$ cat config.mk
export PLATFORM = sky130hd
export DESIGN_NAME = ect_timer
export DESIGN_NICKNAME = d
export VERILOG_FILES = /design/src/ect_pkg.sv /design/src/ect_clkgen.sv /design/src/ect_irq.sv /design/src/ect_timer.sv
export SDC_FILE = /design/constraint.sdc
export NUM_CORES = 1
export LEC_CHECK = 0
export ABC_AREA = 1
export BUFFER_PORTS_ARGS = -buffer_cell sky130_fd_sc_hd__buf_2
export CAP_MARGIN = 20
export CORE_AREA = 4 4 96 98
export CTS_CLUSTER_DIAMETER = 30
export DETAILED_ROUTE_END_ITERATION = 8
export DIE_AREA = 0 0 100 102
export PLACE_DENSITY = 0.73
export SYNTH_ARGS = -nofsm -noshare
export SYNTH_HDL_FRONTEND = slang
export SYNTH_SLANG_ARGS = --single-unit
$ cat constraint.sdc
create_clock -name pclk -period 5.3 [get_ports pclk]
set_input_delay 0 -clock pclk [delete_from_list [all_inputs] [get_ports pclk]]
set_output_delay 0 -clock pclk [all_outputs]
set_load 0.02 [all_outputs]
$ cat src/ect_pkg.sv
/*
  Shared constants of the eight-bit compare timer: register offsets, field
  positions, reset values, clock-select codes and output actions.
  Assumes a 32-bit APB bus with word-aligned registers.
*/
package ect_pkg;

  // ----------------------------------------------------------------------
  // Register offsets
  // ----------------------------------------------------------------------
  localparam logic [7:0] OFF_CTRL0  = 8'h00;  // control_reg_zero
  localparam logic [7:0] OFF_CTRL1  = 8'h04;  // control_reg_one
  localparam logic [7:0] OFF_CSR    = 8'h08;  // control_status_reg
  localparam logic [7:0] OFF_CONSTA = 8'h0c;  // constant_a
  localparam logic [7:0] OFF_CONSTB = 8'h10;  // constant_b
  localparam logic [7:0] OFF_COUNT  = 8'h14;  // timer_count
  localparam logic [7:0] OFF_ICLR   = 8'h18;  // irq_clear, write-only

  // ----------------------------------------------------------------------
  // Reset values
  // ----------------------------------------------------------------------
  localparam logic [7:0] RST_CTRL0 = 8'h00;
  localparam logic [7:0] RST_CTRL1 = 8'he2;
  localparam logic [3:0] RST_OSEL  = 4'h0;
  localparam logic [7:0] RST_CONST = 8'hff;
  localparam logic [7:0] RST_COUNT = 8'h00;
  localparam logic [7:0] CNT_MAX   = 8'hff;

  // ----------------------------------------------------------------------
  // Field positions (flags and their enables share bits 7:5)
  // ----------------------------------------------------------------------
  localparam int FLAG_LSB    = 5;  // bit 5 wrap, 6 match A, 7 match B
  localparam int FLAG_WRAP   = 0;
  localparam int FLAG_A      = 1;
  localparam int FLAG_B      = 2;
  localparam int CLR_LSB     = 3;  // control_reg_zero 4:3
  localparam int CKS_LSB     = 0;  // control_reg_zero 2:0
  localparam int TEDGE_LSB   = 3;  // control_reg_one 4:3
  localparam int TRIGGER_ENABLE_BIT    = 2;
  localparam int ICKS_BIT    = 0;
  localparam logic [2:0] CTRL1_ONES = 3'h7;  // reserved bits read as 1
  localparam logic       CSR_ONE    = 1'h1;  // reserved csr bit 4

  // ----------------------------------------------------------------------
  // Mode codes
  // ----------------------------------------------------------------------
  localparam logic [1:0] CLR_NONE = 2'h0;
  localparam logic [1:0] CLR_A    = 2'h1;
  localparam logic [1:0] CLR_B    = 2'h2;
  localparam logic [1:0] CLR_EXT  = 2'h3;
  localparam logic [1:0] EDGE_OFF  = 2'h0;
  localparam logic [1:0] EDGE_RISE = 2'h1;
  localparam logic [1:0] EDGE_FALL = 2'h2;
  localparam logic [1:0] EDGE_BOTH = 2'h3;
  localparam logic [2:0] CKS_DIV_LO  = 3'h1;
  localparam logic [2:0] CKS_DIV_MID = 3'h2;
  localparam logic [2:0] CKS_DIV_HI  = 3'h3;
  localparam logic [2:0] CKS_EXT_R   = 3'h5;
  localparam logic [2:0] CKS_EXT_F   = 3'h6;
  localparam logic [2:0] CKS_EXT_B   = 3'h7;
  localparam int PRESC_W = 7;  // largest divide is 128

  // Output actions, encoded so that a larger code wins a conflict
  localparam logic [1:0] ACT_NONE = 2'h0;
  localparam logic [1:0] ACT_ZERO = 2'h1;
  localparam logic [1:0] ACT_ONE  = 2'h2;
  localparam logic [1:0] ACT_TOG  = 2'h3;

endpackage

$ cat src/ect_clkgen.sv
/*
  Counter clock source: a free prescaler, selection of one of six divided
  clocks or the external clock, and an edge detector yielding tick pulses.
  Assumes ext_clock_input is synchronous to pclk.
*/
`timescale 1ns/10ps
`default_nettype none
module ect_clkgen
  import ect_pkg::*;
(
  input  wire logic       pclk,
  input  wire logic       presetn,
  input  wire logic       hold,
  input  wire logic [2:0] clock_select,
  input  wire logic       internal_clock_select,
  input  wire logic       ext_clock_input,
  output logic            tick
);

  logic [PRESC_W-1:0] presc_q;
  logic               lvl_q;
  logic               div_lvl;
  logic               src_lvl;
  logic               both_edges;

  // ----------------------------------------------------------------------
  // Source selection
  // ----------------------------------------------------------------------
  // Divided clocks /4../128; a falling edge of the level counts
  assign div_lvl = (clock_select == CKS_DIV_LO)  ? presc_q[{2'h0, internal_clock_select} + 3'h1] :
                   (clock_select == CKS_DIV_MID) ? presc_q[{2'h0, internal_clock_select} + 3'h3] :
                   (clock_select == CKS_DIV_HI)  ? presc_q[{2'h0, internal_clock_select} + 3'h5] :
                   1'b0;
  // Rising edges are counted as falling edges of the inverted pin
  assign src_lvl = (clock_select == CKS_EXT_R) ? ~ext_clock_input :
                   (clock_select == CKS_EXT_F || clock_select == CKS_EXT_B) ? ext_clock_input :
                   div_lvl;
  assign both_edges = (clock_select == CKS_EXT_B);

  // A switch of source is seen like any edge of the merged level
  assign tick = both_edges ? (lvl_q ^ src_lvl) : (lvl_q & ~src_lvl);

  // ----------------------------------------------------------------------
  // Prescaler and level history
  // ----------------------------------------------------------------------
  always_ff @(posedge pclk or negedge presetn) begin
    if (!presetn) begin
      presc_q <= '0;
      lvl_q   <= 1'b0;
    end else if (hold) begin
      presc_q <= '0;
      lvl_q   <= 1'b0;
    end else begin
      presc_q <= presc_q + 1'b1;
      lvl_q   <= src_lvl;
    end
  end

endmodule
`default_nettype wire

$ cat src/ect_irq.sv
/*
  Sticky interrupt flags with write-one-to-clear and enable gating onto one
  level request. Assumes set and clear strobes are single-cycle pulses.
*/
`timescale 1ns/10ps
`default_nettype none
module ect_irq
  import ect_pkg::*;
#(
  parameter int N = 3
) (
  input  wire logic         pclk,
  input  wire logic         presetn,
  input  wire logic         hold,
  input  wire logic [N-1:0] set_ev,
  input  wire logic [N-1:0] clr_ev,
  input  wire logic [N-1:0] enable,
  output logic [N-1:0]      flags_q,
  output logic              irq
);

  logic [N-1:0] flags_d;

  // ----------------------------------------------------------------------
  // Flags: a set in the clearing cycle wins
  // ----------------------------------------------------------------------
  assign flags_d = hold ? '0 : ((flags_q & ~clr_ev) | set_ev);
  assign irq     = |(flags_q & enable);

  always_ff @(posedge pclk or negedge presetn) begin
    if (!presetn) begin
      flags_q <= '0;
    end else begin
      flags_q <= flags_d;
    end
  end

  a_flag_sticky: assert property (@(posedge pclk) disable iff (!presetn)
    (!hold && set_ev != '0) |=> ((flags_q & $past(set_ev)) == $past(set_ev)))
    else $error("event flag not latched");

endmodule
`default_nettype wire

$ cat src/ect_timer.sv
/*
  Eight-bit up-counter with two compare constants, one waveform output,
  trigger start/stop and external clear, reached over APB.
  Assumes pins are synchronous to pclk and power_down is high in every
  low-power mode in which the timer must stay in reset.
*/
// The placing of the registers and the APB register port were chosen for this implementation.
`timescale 1ns/10ps
`default_nettype none
module ect_timer
  import ect_pkg::*;
(
  input  wire logic        pclk,
  input  wire logic        presetn,
  input  wire logic        psel,
  input  wire logic        penable,
  input  wire logic        pwrite,
  input  wire logic [7:0]  paddr,
  input  wire logic [31:0] pwdata,
  output logic [31:0]      prdata,
  output logic             pready,
  output logic             pslverr,
  input  wire logic        power_down,
  input  wire logic        ext_clock_input,
  input  wire logic        trigger_input,
  input  wire logic        external_clear_input,
  output logic             waveform_output,
  output logic             timer_irq
);

  // Conflicting actions resolve to the larger code
  function automatic logic [1:0] pick_action(input logic [1:0] a, input logic [1:0] b);
    pick_action = (a > b) ? a : b;
  endfunction

  logic [7:0]  ctrl0_q;
  logic [4:0]  ctrl1_q;
  logic [3:0]  osel_q;
  logic [7:0]  const_a_q;
  logic [7:0]  const_b_q;
  logic [7:0]  count_q;
  logic [7:0]  count_d;
  logic        running_q;
  logic        running_d;
  logic        trig_prev_q;
  logic        xclr_prev_q;
  logic        wave_d;
  logic [31:0] prdata_d;
  logic [2:0]  flags_q;

  // ----------------------------------------------------------------------
  // APB decode
  // ----------------------------------------------------------------------
  wire access   = psel & penable;
  wire wr       = access & pwrite;
  wire hit      = (paddr == OFF_CTRL0) | (paddr == OFF_CTRL1) | (paddr == OFF_CSR) |
                  (paddr == OFF_CONSTA) | (paddr == OFF_CONSTB) | (paddr == OFF_COUNT) |
                  (paddr == OFF_ICLR);
  wire wr_ctrl0 = wr & (paddr == OFF_CTRL0);
  wire wr_ctrl1 = wr & (paddr == OFF_CTRL1);
  wire wr_csr   = wr & (paddr == OFF_CSR);
  wire wr_ca    = wr & (paddr == OFF_CONSTA);
  wire wr_cb    = wr & (paddr == OFF_CONSTB);
  wire wr_cnt   = wr & (paddr == OFF_COUNT);
  wire wr_iclr  = wr & (paddr == OFF_ICLR);
  assign pready  = access;
  assign pslverr = access & ~hit;

  // ----------------------------------------------------------------------
  // Field views
  // ----------------------------------------------------------------------
  wire [2:0] irq_en     = ctrl0_q[FLAG_LSB +: 3];
  wire [1:0] clr_sel    = ctrl0_q[CLR_LSB +: 2];
  wire [2:0] clk_sel    = ctrl0_q[CKS_LSB +: 3];
  wire [1:0] trig_edge  = ctrl1_q[TEDGE_LSB +: 2];
  wire       trig_en    = ctrl1_q[TRIGGER_ENABLE_BIT];
  wire       int_clksel = ctrl1_q[ICKS_BIT];
  wire [1:0] act_a      = osel_q[1:0];
  wire [1:0] act_b      = osel_q[3:2];

  // ----------------------------------------------------------------------
  // Counting clock
  // ----------------------------------------------------------------------
  logic tick;
  ect_clkgen u_clkgen (
    .pclk                  (pclk),
    .presetn               (presetn),
    .hold                  (power_down),
    .clock_select          (clk_sel),
    .internal_clock_select (int_clksel),
    .ext_clock_input       (ext_clock_input),
    .tick                  (tick)
  );

  // ----------------------------------------------------------------------
  // Trigger and external clear edges
  // ----------------------------------------------------------------------
  wire trig_rise = trigger_input & ~trig_prev_q;
  wire trig_fall = ~trigger_input & trig_prev_q;
  // Falling edge selected by field value 10
  wire trig_hit  = ((trig_edge == EDGE_RISE) & trig_rise) | ((trig_edge == EDGE_FALL) & trig_fall) |
                   ((trig_edge == EDGE_BOTH) & (trig_rise | trig_fall));
  wire xclr_rise = external_clear_input & ~xclr_prev_q;

  // Counting allowed unless the trigger function has halted it
  wire tick_eff  = tick & (~trig_en | running_q);

  // ----------------------------------------------------------------------
  // Compare and clear events
  // ----------------------------------------------------------------------
  // Match fires on the tick that moves the counter off the constant
  wire match_a   = tick_eff & (count_q == const_a_q) & ~wr_ca;
  wire match_b   = tick_eff & (count_q == const_b_q) & ~wr_cb;
  // Clear source by selection
  wire clear_evt = ((clr_sel == CLR_A) & match_a) | ((clr_sel == CLR_B) & match_b) |
                   ((clr_sel == CLR_EXT) & xclr_rise);
  wire wrap      = tick_eff & (count_q == CNT_MAX) & ~wr_cnt & ~clear_evt;

  // ----------------------------------------------------------------------
  // Counter next value: clear, then write, then increment
  // ----------------------------------------------------------------------
  assign count_d = clear_evt ? RST_COUNT :
                   wr_cnt    ? pwdata[7:0] :
                   tick_eff  ? count_q + 8'h01 :
                   count_q;

  // Trigger mode: arming write or clear halts; selected edge restarts
  assign running_d = (wr_ctrl1 & pwdata[TRIGGER_ENABLE_BIT] & ~trig_en) ? 1'b0 :
                     (trig_en & clear_evt) ? 1'b0 :
                     (trig_en & trig_hit)  ? 1'b1 :
                     running_q;

  // ----------------------------------------------------------------------
  // Waveform output: A and B actions merged by priority
  // ----------------------------------------------------------------------
  wire [1:0] act_now = pick_action(match_a ? act_a : ACT_NONE, match_b ? act_b : ACT_NONE);
  // With 0110, A drives high and B drives low: period A, width B
  assign wave_d = (act_now == ACT_TOG)  ? ~waveform_output :
                  (act_now == ACT_ONE)  ? 1'b1 :
                  (act_now == ACT_ZERO) ? 1'b0 :
                  waveform_output;

  // ----------------------------------------------------------------------
  // Interrupt flags
  // ----------------------------------------------------------------------
  wire [2:0] ev_set = {match_b, match_a, wrap};
  wire [2:0] ev_clr = wr_iclr ? pwdata[FLAG_LSB +: 3] : 3'h0;
  ect_irq #(.N(3)) u_irq (
    .pclk    (pclk),
    .presetn (presetn),
    .hold    (power_down),
    .set_ev  (ev_set),
    .clr_ev  (ev_clr),
    .enable  (irq_en),
    .flags_q (flags_q),
    .irq     (timer_irq)
  );

  // ----------------------------------------------------------------------
  // Read data, captured in the setup cycle
  // ----------------------------------------------------------------------
  assign prdata_d = (paddr == OFF_CTRL0)  ? {24'h0, ctrl0_q} :
                    (paddr == OFF_CTRL1)  ? {24'h0, CTRL1_ONES, ctrl1_q[4:2], 1'b1, ctrl1_q[0]} :
                    (paddr == OFF_CSR)    ? {24'h0, flags_q, CSR_ONE, osel_q} :
                    (paddr == OFF_CONSTA) ? {24'h0, const_a_q} :
                    (paddr == OFF_CONSTB) ? {24'h0, const_b_q} :
                    (paddr == OFF_COUNT)  ? {24'h0, count_q} :
                    32'h0;

  // ----------------------------------------------------------------------
  // Registers; low-power modes hold everything at reset
  // ----------------------------------------------------------------------
  always_ff @(posedge pclk or negedge presetn) begin
    if (!presetn) begin
      ctrl0_q         <= RST_CTRL0;
      ctrl1_q         <= RST_CTRL1[4:0];
      osel_q          <= RST_OSEL;
      const_a_q       <= RST_CONST;
      const_b_q       <= RST_CONST;
      count_q         <= RST_COUNT;
      running_q       <= 1'b0;
      waveform_output <= 1'b0;
    end else if (power_down) begin
      ctrl0_q         <= RST_CTRL0;
      ctrl1_q         <= RST_CTRL1[4:0];
      osel_q          <= RST_OSEL;
      const_a_q       <= RST_CONST;
      const_b_q       <= RST_CONST;
      count_q         <= RST_COUNT;
      running_q       <= 1'b0;
      waveform_output <= 1'b0;
    end else begin
      if (wr_ctrl0) ctrl0_q <= pwdata[7:0];
      if (wr_ctrl1) ctrl1_q <= {pwdata[4:2], 1'b1, pwdata[0]};
      if (wr_csr) osel_q <= pwdata[3:0];
      if (wr_ca) const_a_q <= pwdata[7:0];
      if (wr_cb) const_b_q <= pwdata[7:0];
      count_q         <= count_d;
      running_q       <= running_d;
      waveform_output <= wave_d;
    end
  end

  // Pin history and read capture
  always_ff @(posedge pclk or negedge presetn) begin
    if (!presetn) begin
      trig_prev_q <= 1'b0;
      xclr_prev_q <= 1'b0;
      prdata      <= 32'h0;
    end else begin
      trig_prev_q <= trigger_input;
      xclr_prev_q <= external_clear_input;
      if (psel & ~penable) prdata <= prdata_d;
    end
  end

  // ----------------------------------------------------------------------
  // Checks
  // ----------------------------------------------------------------------
  a_power_hold: assert property (@(posedge pclk) disable iff (!presetn)
    power_down |=> (count_q == RST_COUNT && const_a_q == RST_CONST && !waveform_output))
    else $error("low-power mode did not reset timer");
  a_irq_gate: assert property (@(posedge pclk) disable iff (!presetn)
    (irq_en == 3'h0) |-> !timer_irq)
    else $error("request raised while all enables off");
  a_clear_wins: assert property (@(posedge pclk) disable iff (!presetn)
    (clear_evt && wr_cnt && !power_down) |=> (count_q == RST_COUNT))
    else $error("counter write beat clear");
  a_write_wins: assert property (@(posedge pclk) disable iff (!presetn)
    (wr_cnt && !clear_evt && !power_down) |=> (count_q == $past(pwdata[7:0])))
    else $error("counter write lost");
  a_match_mask: assert property (@(posedge pclk) disable iff (!presetn)
    wr_ca |-> !match_a)
    else $error("match A fired during constant write");
  a_match_time: assert property (@(posedge pclk) disable iff (!presetn)
    (match_b && !power_down) |=> (flags_q[FLAG_B] && $past(count_q) == $past(const_b_q)))
    else $error("match B timing wrong");
  a_set_reset: assert property (@(posedge pclk) disable iff (!presetn)
    (osel_q == 4'h6 && match_a && !match_b && !power_down) |=> waveform_output)
    else $error("output not driven high on match A");
  a_toggle_prio: assert property (@(posedge pclk) disable iff (!presetn)
    (act_now == ACT_TOG && !power_down) |=> (waveform_output != $past(waveform_output)))
    else $error("toggle did not win");
  a_trig_halt: assert property (@(posedge pclk) disable iff (!presetn)
    (trig_en && clear_evt && !power_down) |=> (!running_q && count_q == RST_COUNT))
    else $error("trigger mode did not halt on clear");
  a_ext_clear: assert property (@(posedge pclk) disable iff (!presetn)
    (clr_sel == CLR_EXT && xclr_rise && !power_down) |=> (count_q == RST_COUNT))
    else $error("external clear ignored");
  a_wrap_flag: assert property (@(posedge pclk) disable iff (!presetn)
    (wrap && !power_down) |=> (count_q == 8'h00 && flags_q[FLAG_WRAP]))
    else $error("wrap not flagged");

  // Clear selection, counting steps, trigger start, match B masking and output actions
  a_clear_on_a: assert property (@(posedge pclk) disable iff (!presetn)
    (clr_sel == CLR_A && match_a && !power_down) |=> (count_q == RST_COUNT))
    else $error("match A did not clear counter");
  a_clear_on_b: assert property (@(posedge pclk) disable iff (!presetn)
    (clr_sel == CLR_B && match_b && !power_down) |=> (count_q == RST_COUNT))
    else $error("match B did not clear counter");
  a_count_step: assert property (@(posedge pclk) disable iff (!presetn)
    (tick_eff && !clear_evt && !wr_cnt && !power_down) |=> (count_q == $past(count_q) + 8'h01))
    else $error("tick did not add one");
  a_halted_hold: assert property (@(posedge pclk) disable iff (!presetn)
    (trig_en && !running_q && !wr_cnt && !clear_evt && !power_down) |=> (count_q == $past(count_q)))
    else $error("halted counter moved");
  a_trig_start: assert property (@(posedge pclk) disable iff (!presetn)
    (trig_en && trig_edge == EDGE_FALL && trig_fall && !clear_evt && !wr_ctrl1 && !power_down) |=> running_q)
    else $error("falling trigger did not start counter");
  a_reset_low: assert property (@(posedge pclk) disable iff (!presetn)
    (osel_q == 4'h6 && match_b && !match_a && !power_down) |=> !waveform_output)
    else $error("output not driven low on match B");
  a_match_b_mask: assert property (@(posedge pclk) disable iff (!presetn)
    wr_cb |-> !match_b)
    else $error("match B fired during constant write");
  a_no_action: assert property (@(posedge pclk) disable iff (!presetn)
    (act_now == ACT_NONE && !power_down) |=> (waveform_output == $past(waveform_output)))
    else $error("output moved without an action");

endmodule
`default_nettype wire

==> results by group, run 1 <==
Placed design
  • Dpl cells: 696
  • Pre-CTS setup slack: 2.35 ns
  • Post-DP HPWL: 7780 µm
  • Placed inst area: 4290 µm²
  • Port-buffer cells: 36
  • GPL Wtd Cong: 0.940

Timing
  • Final Setup Violations: 0
  • Final Hold Fails: 0
  • Max Freq: roughly 340 MHz
  • RSZ-0062 raised after global routing: false
  • PnR worst setup slack: between 2 and 2.5 ns
  • Setup Skew: 0.00937 ns
  • Final period util: 55.5%
  • Fin crit period: 2.94 ns
  • Setup_tns: 0 ns
  • Relative slew slack: 45.6%
  • Slew Limit Fails: 0
  • Worst slew pin tran: 0.816 ns

Logic synthesis
  • Post-synthesis cell count: around 560
  • Sequential area share after synthesis: 38.8%
  • Area contributors post-synth: dfrtp_1 (29%), nand2_1 (13%), dfstp_2 (10%)
  • Yosys warnings: 0
  • Async SR Flop Fraction: 100%
  • Top-area cell type share of the netlist area: between 20 and 30%
  • Seq cells post-synth: 63
  • Cell Area, Synth: ~4100 µm²
  • Post-synth top flop: dfrtp_1
  • Netlist cell types: 41
  • Post-synth EDFFs: 0
  • Syn Area/Cell: 7.33 µm²
  • Area leader, netlist: dfrtp_1

Pwr
  • Sw Share: 30.8%
  • P_sw: 0.000348 W
  • Power per cell area: 246 nW/µm²
  • Clk pwr share: between 30 and 40%
  • Pint: 0.000782 W
  • Max IR drop VDD: 0.108 mV
  • Leakage: 2.37 nW
  • Sequential group share of total power: between 40% and 50%
  • Comb power frac: 15.0%

Layout
  • Most common cell after layout, fill and taps aside: nand2_1
  • Area grow syn2layout: 11.6%
  • Share of layout cells above drive strength 1: ~18%
  • Final std cells w/o fill: 723
  • Ant. Diodes: 0
  • Final instance area: 4590 µm²
  • Most frequent cells in the layout: nand2_1 (144), inv_1 (73), nor2_1 (58)
  • Final nets: 667

Min path
  • Hold Path End: u_clkgen.lvl_q
  • Hold Startpoint: ext_clock_input
  • Worst hold path cell count: 4
  • Worst hold path class: input port to flip-flop

Global routing
  • Vias in the first global route: 3512
  • All-Layer GR Usage: 22.2%
  • Initial antenna violation count: 0
  • First-pass GRT wire length: 17400 µm
  • Grt ovf: 0
  • Largest net degree at the start of global routing: 64

Clock network
  • TritonCTS Buffers: 9
  • Clock Pin Slew Worst Setup and Hold Paths: 0.08 ns
  • Post-CTS Setup Bufs: 0
  • Root Buffer: clkbuf_8
  • Clk Latency, worst-skew pair: about 0.35 ns
  • H-tree Lvls: 3
  • CTS Hold Bufs: 11
  • CTS tree: built
  • Bufs on Longest Clock Path: 2
  • # clock sinks: 63
  • # resized after CTS: 0

Floorplanning
  • Core area: 8470 µm²
  • IO Count: 85
  • Die Ht: 102 µm
  • Initial core utilization: about half
  • Core Rows: 34
  • Width of the die: 100 µm
  • Die Area: 10200 µm²

Route
  • Vias: 3763
  • Routed WL: between 10000 and 15000 µm
  • Post-DR wirelength/cell: 14.9 µm
  • DRC Markers: 0
  • DR iter-0 viols: 269
  • ANT nets after route: 0
  • DRT Pass-1 Iters: 6
  • Vias per Instance: 5.20

Worst setup path
  • CP startpoint kind: flip-flop
  • CP startpoint: ctrl0_q[1]
  • Most frequent CP cell: inv_1
  • Worst Reg-to-Reg Cells: 19
  • Critical Path AT: 3.19 ns
  • Max incr delay on CP: 0.47 ns
  • Crit-path cells: o22ai_1 -> nand2_1 -> a31o_2 -> nand3_1 -> ha_1 -> inv_1 -> nor2_2 -> nor2_8 -> nand3_1 -> nor2_1 -> inv_1 -> ha_1 -> nor2_1 -> o21a_1 -> inv_1 -> nand2_1 -> nand3_1 -> nand2_1 -> inv_1
  • Internal reg-to-reg setup slack: 2.36 ns
  • Reg2reg start: ctrl0_q[1]
  • Worst Path Max Fanout: 9
  • Critical path class: flip-flop to flip-flop
  • Crit Reg-Reg Endpoint: waveform_output
  • Slowest cell on crit path: dfrtp_1
  • Worst Setup End Kind: flip-flop
  • Worst path required time: between 5 and 6 ns

Run
  • MaxCap Viol Count: 0

Run status
  • Status: finished, final reports clean
-- stage by stage --
| step | hold WS, ns | total power (W) | util [%] |
|---|---|---|---|
| after floorplan | -0.296 | 0.000671 | - |
| after global placement | 0.141 | 0.000705 | 50.7 |
| after detailed placement | 0.151 | 0.000713 | 50.7 |
| after CTS | 0.0185 | 0.00114 | 54.2 |
| after global routing | 0.0426 | 0.00119 | 54.2 |
| final | 0.0209 | 0.00113 | 54.2 |
-- flip-flops by register name (all words and copies together) (netlist names) --
name / flops
const_a_q: 8
const_b_q: 8
running_q: 1
ctrl0_q: 8
u_irq.flags_q: 3
xclr_prev_q: 1
ctrl1_q: 4
waveform_output: 1
u_clkgen.presc_q: 7
prdata: 8
osel_q: 4
trig_prev_q: 1
u_clkgen.lvl_q: 1
count_q: 8
-- cells in the mapped netlist, drive strengths merged, types with 4 or more instances --
| master | number |
|---|---|
| buf | 28 |
| nand3 | 32 |
| dfrtp | 47 |
| a21oi | 40 |
| clkbuf | 5 |
| o22ai | 7 |
| xor2 | 4 |
| inv | 81 |
| dfstp | 16 |
| nand4 | 5 |
| o211ai | 5 |
| nor3 | 7 |
| ha | 8 |
| nand2 | 153 |
| nor2 | 72 |
| o21ai | 37 |
-- final cells by class --
class	instances	area [µm²]
fillers	803	3870
multi-input cells	407	2060
flip-flops and latches	63	1600
inverters	81	309
repair buffers	48	298
well taps	108	135
clock buffers	10	128
clock inverters	6	61.3
-- how the worst max path moves through the flow --
stage / depth (start not counted) / endpoint
floorplan: 20 / waveform_output
global placement: 19 / waveform_output
detailed placement: 19 / waveform_output
CTS: 19 / waveform_output
global route: 19 / waveform_output
finish: 19 / waveform_output
-- critical path: cells and delay by family, from the launching register on --
family	cells	cell delay [ns]
compound gates	3	0.56
flops	1	0.47
buf+inv	4	0.21
simple gates	10	1.05
fa+ha+maj	2	0.54
-- power by group through the flow --
stage               combinational [W]  sequential, W  clock (W)
floorplan                    0.000127       0.000544          0
global placement             0.000156       0.000549          0
detailed placement           0.000162       0.000551          0
CTS                          0.000169       0.000542   0.000426
global route                 0.000192       0.000547   0.000452
finish                       0.000169       0.000543   0.000417
-- cells by family (layout without fill, tap and decap cells) --
logic type | count (synthesis) | after routing | synth area share [%]
xor gates and xnor gates | 4 | 4 | 0.852
AOI/OAI and AO/OA | 97 | 97 | 13.2
DFF | 63 | 63 | 38.8
buffers and inverters | 114 | 145 | 13.1
and+or+nand+nor | 274 | 274 | 31.5
other | 1 | 24 | 0.0912
adders and majority gates | 8 | 8 | 2.43
-- layer usage --
layer	vias to the layer above	GRT usage, %	part of all wire [%]
met2	133	35.9	46
met4	0	9.33	3.4
met5	-	0	0
met3	30	4.71	6.1
met1	1758	29.0	44
li1	1842	-	-
No activity file was read; power rests on OpenSTA's default activity.
==> run 2, diff against run 1 <==
--- a/config.mk
+++ b/config.mk
@@ -12,7 +12,7 @@
 export CTS_CLUSTER_DIAMETER = 30
 export DETAILED_ROUTE_END_ITERATION = 8
 export DIE_AREA = 0 0 100 102
-export PLACE_DENSITY = 0.73
+export PLACE_DENSITY = 0.76
 export SYNTH_ARGS = -nofsm -noshare
 export SYNTH_HDL_FRONTEND = slang
 export SYNTH_SLANG_ARGS = --single-unit
==> constraint.sdc (replaced) <==
create_clock -name pclk -period 2.4 [get_ports pclk]
set_input_delay 0 -clock pclk [delete_from_list [all_inputs] [get_ports pclk]]
set_output_delay 0 -clock pclk [all_outputs]
set_load 0.02 [all_outputs]
==> run 2 against run 1 <==
Core utilization increased by 4.4 points. The run now ends with setup timing left. Clock power rose to 2.7 times the previous value. Hold slack improved by 0.020 ns. Combinational power increased by 150%. Maximum frequency up 10%. Highest routed layer unchanged. Wire length is 4.6% higher. Critical endpoint unchanged. Power grew 140%.
==> results by group, run 2 (synthesis results as in run 1) <==
Placed design
  • Placed inst area: 4520 µm² (+5.2%)
  • Post-DP HPWL: 8420 µm (+8.2%)
  • GPL Wtd Cong: 0.952 (+1.3%)
  • Dpl cells: 717 (+3.0%)
  • Port-buffer cells: 36 (unchanged)

Floorplanning
  • Width of the die: 100 µm (unchanged)
  • Initial core utilization: 48.6% (unchanged)
  • Core area: 8470 µm² (unchanged)
  • Die Ht: 102 µm (unchanged)
  • Die Area: 10200 µm² (unchanged)
  • Core Rows: 34 (unchanged)
  • IO Count: 85 (unchanged)

Route
  • Vias per Instance: 5.26 (+1.1%)
  • Routed WL: 11300 µm (+4.6%)
  • ANT nets after route: 0 (unchanged)
  • DRT Pass-1 Iters: 5 (-1)
  • Vias: 3952 (+5.0%)
  • Post-DR wirelength/cell: 15.0 µm (+0.71%)
  • DR iter-0 viols: 222 (-17%)
  • DRC Markers: 0 (unchanged)

Clock network
  • Root Buffer: clkbuf_8
  • Bufs on Longest Clock Path: 2 (unchanged)
  • Clk Latency, worst-skew pair: 0.35 ns (about the same)
  • H-tree Lvls: 3 (unchanged)
  • Clock Pin Slew Worst Setup and Hold Paths: 0.08 ns (about the same)
  • CTS tree: built
  • # clock sinks: 63 (unchanged)
  • TritonCTS Buffers: 9 (unchanged)

Timing
  • Final period util: 111% (+56 points)
  • Final Hold Fails: 0 (unchanged)
  • Max Freq: 375 MHz (+10%)
  • Slew Limit Fails: 0 (unchanged)
  • Final hold slack: 0.0410 ns (+0.0202 ns)
  • RSZ-0062 raised after global routing: true
  • Setup Skew: 0.0122 ns (+0.00282 ns)
  • PnR worst setup slack: -0.268 ns (-2.63 ns)
  • Final Setup Violations: 1 (+1)
  • Worst slew pin tran: 0.743 ns (-0.0735 ns)
  • Relative slew slack: 50.5% (+4.9 points)
  • Fin crit period: 2.67 ns (-0.271 ns)

Global routing
  • Largest net degree at the start of global routing: 34 (-47%)
  • First-pass GRT wire length: 18300 µm (+5.0%)
  • All-Layer GR Usage: 22.9% (+0.72 points)
  • Initial antenna violation count: 0 (unchanged)
  • Vias in the first global route: 3825 (+8.9%)
  • Grt ovf: 0 (unchanged)

Layout
  • Area grow syn2layout: 20.6%
  • Final nets: 695 (+4.2%)
  • Ant. Diodes: 0 (unchanged)
  • Final std cells w/o fill: 751 (+3.9%)
  • Most common cell after layout, fill and taps aside: nand2_1
  • Fillcell total: 771 (-4.0%)
  • Final instance area: 4960 µm² (+8.1%)
  • Share of layout cells above drive strength 1: 23.6% (+5.8 points)
  • Post-layout util: 58.6% (+4.4 points)
  • Most frequent cells in the layout: nand2_1 (143), inv_1 (68), nor2_1 (56)

Min path
  • Hold Startpoint: psel
  • Worst hold path cell count: 5 (+1)
  • Worst hold path class: input port to flip-flop
  • Hold Path End: prdata[2]

Worst setup path
  • Worst Reg-to-Reg Cells: 19 (unchanged)
  • Internal reg-to-reg setup slack: -0.27 ns (-2.63 ns)
  • Critical Path AT: 2.92 ns (-0.27 ns)
  • CP startpoint kind: flip-flop
  • Crit Reg-Reg Endpoint: waveform_output
  • Reg2reg start: ctrl0_q[1]
  • Worst path required time: 2.65 ns (-2.90 ns)
  • Worst Path Max Fanout: 6 (-3)
  • Worst Setup End Kind: flip-flop
  • Critical path class: flip-flop to flip-flop

Pwr
  • Max IR drop VDD: 0.294 mV (+170%)
  • Pwr Total: 0.00276 W (+140%)
  • Leakage: 2.54 nW (+6.9%)
  • Power per cell area: 557 nW/µm² (+130%)

Run
  • MaxCap Viol Count: 0 (unchanged)

Run status
  • Status: finished with violations
  • Violated checks: setup timing
## run 2: cell types whose count changed in the layout (fill, tap and decap cells not counted), sizes merged
| cell | delta |
|---|---|
| buf | +27 |
| bufinv | +2 |
| clkinv | -1 |
| clkinvlp | -1 |
| dlygate4sd3 | +1 |
## run 2: how the worst max path moves through the flow
stage                            endpoint  slack, ns        from
after CTS                 waveform_output      -0.24  ctrl0_q[1]
after floorplan           waveform_output      -0.15  ctrl0_q[1]
final                     waveform_output      -0.27  ctrl0_q[1]
after global routing      waveform_output      -0.43  ctrl0_q[1]
after detailed placement  waveform_output      -0.24  ctrl0_q[1]
after global placement    waveform_output       -0.1  ctrl0_q[1]
## run 2: repair_timing
item	in CTS	in global routing
hold buffers	12	0
pin swaps	11	9
gates cloned	0	0
gates resized for setup	3	10
endpoints found under the setup margin	1	1
endpoints found under the hold margin	47	0
setup buffers	5	1
## run 2: layout make-up
cell class / count / area (µm²) / share of cell area, %
clock buffer: 10 / 128 / 2.57
clock inverter: 6 / 109 / 2.19
inverter: 81 / 309 / 6.23
multi-input combinational: 407 / 2160 / 43.6
sequential: 63 / 1600 / 32.2
tap: 108 / 135 / 2.72
timing repair buffer: 76 / 523 / 10.5
## run 2: critical path, stage by stage, from the launching register on
cell	delay (ns)
dfrtp_1	0.43
buf_4	0.16
a21boi_0	0.17
o21ai_1	0.14
nand3_4	0.12
ha_4	0.13
inv_1	0.04
nand2_2	0.07
nand2_4	0.06
nor2_8	0.17
inv_6	0.06
nor2_8	0.14
nand3_4	0.10
buf_4	0.15
ha_1	0.17
o21a_1	0.21
nand2_1	0.09
nand3_2	0.07
nand2_1	0.05
inv_1	0.04
## run 2: metrics by stage
| step | setup WS [ns] | setup TNS (ns) |
|---|---|---|
| detailed placement | -0.237 | -0.237 |
| floorplan | -0.146 | -0.146 |
| CTS | -0.245 | -0.245 |
| global placement | -0.0996 | -0.0996 |
| global route | -0.431 | -0.431 |
| finish | -0.268 | -0.268 |
## run 2: power by group
part | switching, W | leakage [nW] | internal, W | total, W
Clock | 0.000452 | 0.120 | 0.000689 | 0.00114
Sequential | 0.0000655 | 0.803 | 0.00113 | 0.00120
Combinational | 0.000275 | 1.61 | 0.000147 | 0.000422
## run 2: metal layers
metal	up-vias	GRT usage [%]	wire length, µm
met1	1869	28.3	4730
met2	153	39.8	5460
li1	1893	-	-
met4	0	10.8	422
met5	-	0	0
met3	37	3.14	648
==> run 3, diff against run 2 <==
--- a/config.mk
+++ b/config.mk
@@ -8,11 +8,13 @@
 export ABC_AREA = 1
 export BUFFER_PORTS_ARGS = -buffer_cell sky130_fd_sc_hd__buf_2
 export CAP_MARGIN = 20
-export CORE_AREA = 4 4 96 98
+export CELL_PAD_IN_SITES_DETAIL_PLACEMENT = 1
+export CELL_PAD_IN_SITES_GLOBAL_PLACEMENT = 1
+export CORE_AREA = 4 4 112 114
 export CTS_CLUSTER_DIAMETER = 30
 export DETAILED_ROUTE_END_ITERATION = 8
-export DIE_AREA = 0 0 100 102
-export PLACE_DENSITY = 0.76
+export DIE_AREA = 0 0 116 118
+export PLACE_DENSITY = 0.73
 export SYNTH_ARGS = -nofsm -noshare
 export SYNTH_HDL_FRONTEND = slang
 export SYNTH_SLANG_ARGS = --single-unit
==> run 3 against run 2 <==
The flow still finishes with violations (setup timing). Sequential power is essentially flat. Power grew 6.2%. Wire length grew 20%.
==> results by group, run 3 (synthesis results as in run 1) <==
Global routing
  • Grt ovf: 0 (unchanged)
  • GR peak layer: met2
  • Met2 Usage GRT: 34.2% (-5.5 points)
  • Vias in the first global route: 4158 (+8.7%)
  • Initial antenna violation count: 0 (unchanged)
  • First-pass GRT wire length: 21400 µm (+17%)
  • All-Layer GR Usage: 20.0% (-2.9 points)
  • Met3 Usage GRT: 4.52% (+1.4 points)
  • Largest net degree at the start of global routing: 38 (+12%)
  • GR Util met1: 25.1% (-3.2 points)

Timing
  • RSZ-0062 raised after global routing: true
  • PnR worst setup slack: -0.283 ns (-0.0145 ns)
  • Final Hold Fails: 0 (unchanged)
  • Slew Limit Fails: 0 (unchanged)
  • Setup_tns: -0.905 ns (-0.637 ns)
  • Max Freq: 373 MHz (-0.54%)
  • Worst slew pin tran: 0.707 ns (-0.0364 ns)
  • Final period util: 112% (+0.60 points)
  • Relative slew slack: 52.7% (+2.3 points)
  • Setup Skew: 0.00992 ns (-0.00226 ns)
  • Fin crit period: 2.68 ns (+0.0145 ns)
  • Final Setup Violations: 11 (+10)

Route
  • Routed WL: 13500 µm (+20%)
  • DRT Pass-1 Iters: 4 (-1)
  • Vias: 3927 (-0.63%)
  • Vias per Instance: 5.03 (-4.4%)
  • ANT nets after route: 0 (unchanged)
  • DR iter-0 viols: 185 (-17%)
  • DRC Markers: 0 (unchanged)
  • Post-DR wirelength/cell: 17.3 µm (+16%)

Layout
  • Final std cells w/o fill: 781 (+4.0%)
  • Area grow syn2layout: 23.3%
  • Storage element area: 1600 µm² (about the same)
  • Post-layout util: 44.4% (-14 points)
  • Fillcell total: 1445 (+87%)
  • Most frequent cells in the layout: nand2_1 (143), inv_1 (70), nor2_1 (56)
  • Final instance area: 5070 µm² (+2.2%)
  • Most common cell after layout, fill and taps aside: nand2_1
  • Area taken by multi-input logic gates: 2230 µm² (+3.1%)
  • Share of layout cells above drive strength 1: 24.9% (+1.3 points)
  • Ant. Diodes: 0 (unchanged)
  • Final nets: 690 (-0.72%)

Placed design
  • Placed inst area: 4580 µm² (+1.3%)
  • Post-DP HPWL: 10300 µm (+22%)
  • Port-buffer cells: 36 (unchanged)
  • Dpl cells: 754 (+5.2%)
  • GPL Wtd Cong: 0.888 (-6.7%)

Floorplanning
  • Width of the die: 116 µm (+16%)
  • IO Count: 85 (unchanged)
  • Die Ht: 118 µm (+16%)
  • Core area: 11400 µm² (+35%)
  • Die Area: 13700 µm² (+34%)
  • Initial core utilization: 36.0% (-13 points)
  • Core Rows: 39 (+15%)

Clock network
  • Clk Latency, worst-skew pair: 0.34 ns (about the same)
  • Root Buffer: clkbuf_16
  • CTS tree: built
  • Bufs on Longest Clock Path: 2 (unchanged)
  • TritonCTS Buffers: 9 (unchanged)
  • # clock sinks: 63 (unchanged)
  • H-tree Lvls: 3 (unchanged)
  • Clock Pin Slew Worst Setup and Hold Paths: 0.06 ns (-0.02 ns)

Min path
  • Worst hold path class: input port to flip-flop

Worst setup path
  • Worst Path Max Fanout: 5 (-1)
  • Internal reg-to-reg setup slack: -0.28 ns (about the same)
  • CP startpoint kind: flip-flop
  • Critical path class: flip-flop to flip-flop
  • Worst Setup End Kind: flip-flop
  • Critical Path AT: 2.92 ns (about the same)
  • Worst path required time: 2.64 ns (about the same)

Run status
  • Violated checks: setup timing
  • Status: finished with violations

Pwr
  • Max IR drop VDD: 0.374 mV (+27%)
  • Power per cell area: 578 nW/µm² (+3.9%)
  • Leakage: 2.56 nW (+0.97%)

Run
  • MaxCap Viol Count: 0 (unchanged)
==> run 3: changes by cell type in the layout (fill, tap and decap cells not counted), moves of 4 or more <==
cell,delta
dlygate4sd3_1,-4
nand3_1,-4
clkbuf_8,-9
nand3_2,+4
clkbuf_16,+9
==> run 3: worst max-delay path, cell delays in order (launching register included) <==
cell     delay (ns)
dfrtp_2        0.45
o22ai_2        0.16
nand2_1        0.07
a31o_2         0.25
nand3_2        0.08
ha_4           0.13
inv_1          0.05
nand2_2        0.09
nand2_4        0.07
nor2_8         0.16
inv_6          0.06
nor2_8         0.14
nand3_4        0.09
ha_4           0.29
inv_1          0.03
nand2_1        0.04
o21a_1         0.15
inv_2          0.04
nand2_2        0.06
nand3_2        0.07
nand2_1        0.06
inv_1          0.04
==> run 3: report_power, final <==
part / total, W / leakage [nW] / internal, W / switching, W
logic: 0.000440 / 1.62 / 0.000147 / 0.000293
registers: 0.00120 / 0.802 / 0.00114 / 0.0000664
clock network: 0.00129 / 0.142 / 0.000799 / 0.000492
total: 0.00293 / 2.56 / 0.00208 / 0.000852
==> run 3: area by class of cell <==
cell class                 count  area share (%)
inverter                      81            6.09
timing repair buffer          70            9.23
clock inverter                 6            1.21
clock buffer                  10            4.52
tap                          143            3.53
multi-input combinational    408            43.9
sequential                    63            31.5
==> run 3: what timing repair did <==
item,CTS,global route
gates cloned,0,1
pin swaps,3,9
hold buffers,8,0
buffers inserted,1,1
hold endpoints to repair,28,0
endpoints found under the setup margin,1,8
gates resized for setup,2,20
==> run 3: worst paths after layout <==
path,from,end,depth (start not counted)
worst min register to register,prdata[2],prdata[2],2
worst max-delay path,ctrl0_q[1],waveform_output,21
max in group asynchronous,presetn,const_a_q[3],3
min in group asynchronous,presetn,prdata[5],2
worst max register to register,ctrl0_q[1],waveform_output,21
worst min-delay path,pwdata[3],const_a_q[3],3
==> run 3: per-stage QoR <==
| stage | setup WS, ns | hold slack (ns) | power (W) |
|---|---|---|---|
| floorplan | -0.146 | -0.296 | 0.00149 |
| global placement | -0.107 | 0.0578 | 0.00161 |
| detailed placement | -0.256 | 0.0610 | 0.00163 |
| CTS | -0.238 | 0.000875 | 0.00294 |
| global route | -0.470 | 0.0224 | 0.00306 |
| finish | -0.283 | 0.00820 | 0.00293 |
==> run 3: metal layers <==
| layer | up-vias | wire length [µm] |
|---|---|---|
| met1 | 1944 | 5750 |
| met2 | 72 | 6990 |
| met3 | 18 | 561 |
| met5 | - | 0 |
| met4 | 0 | 231 |
| li1 | 1893 | - |
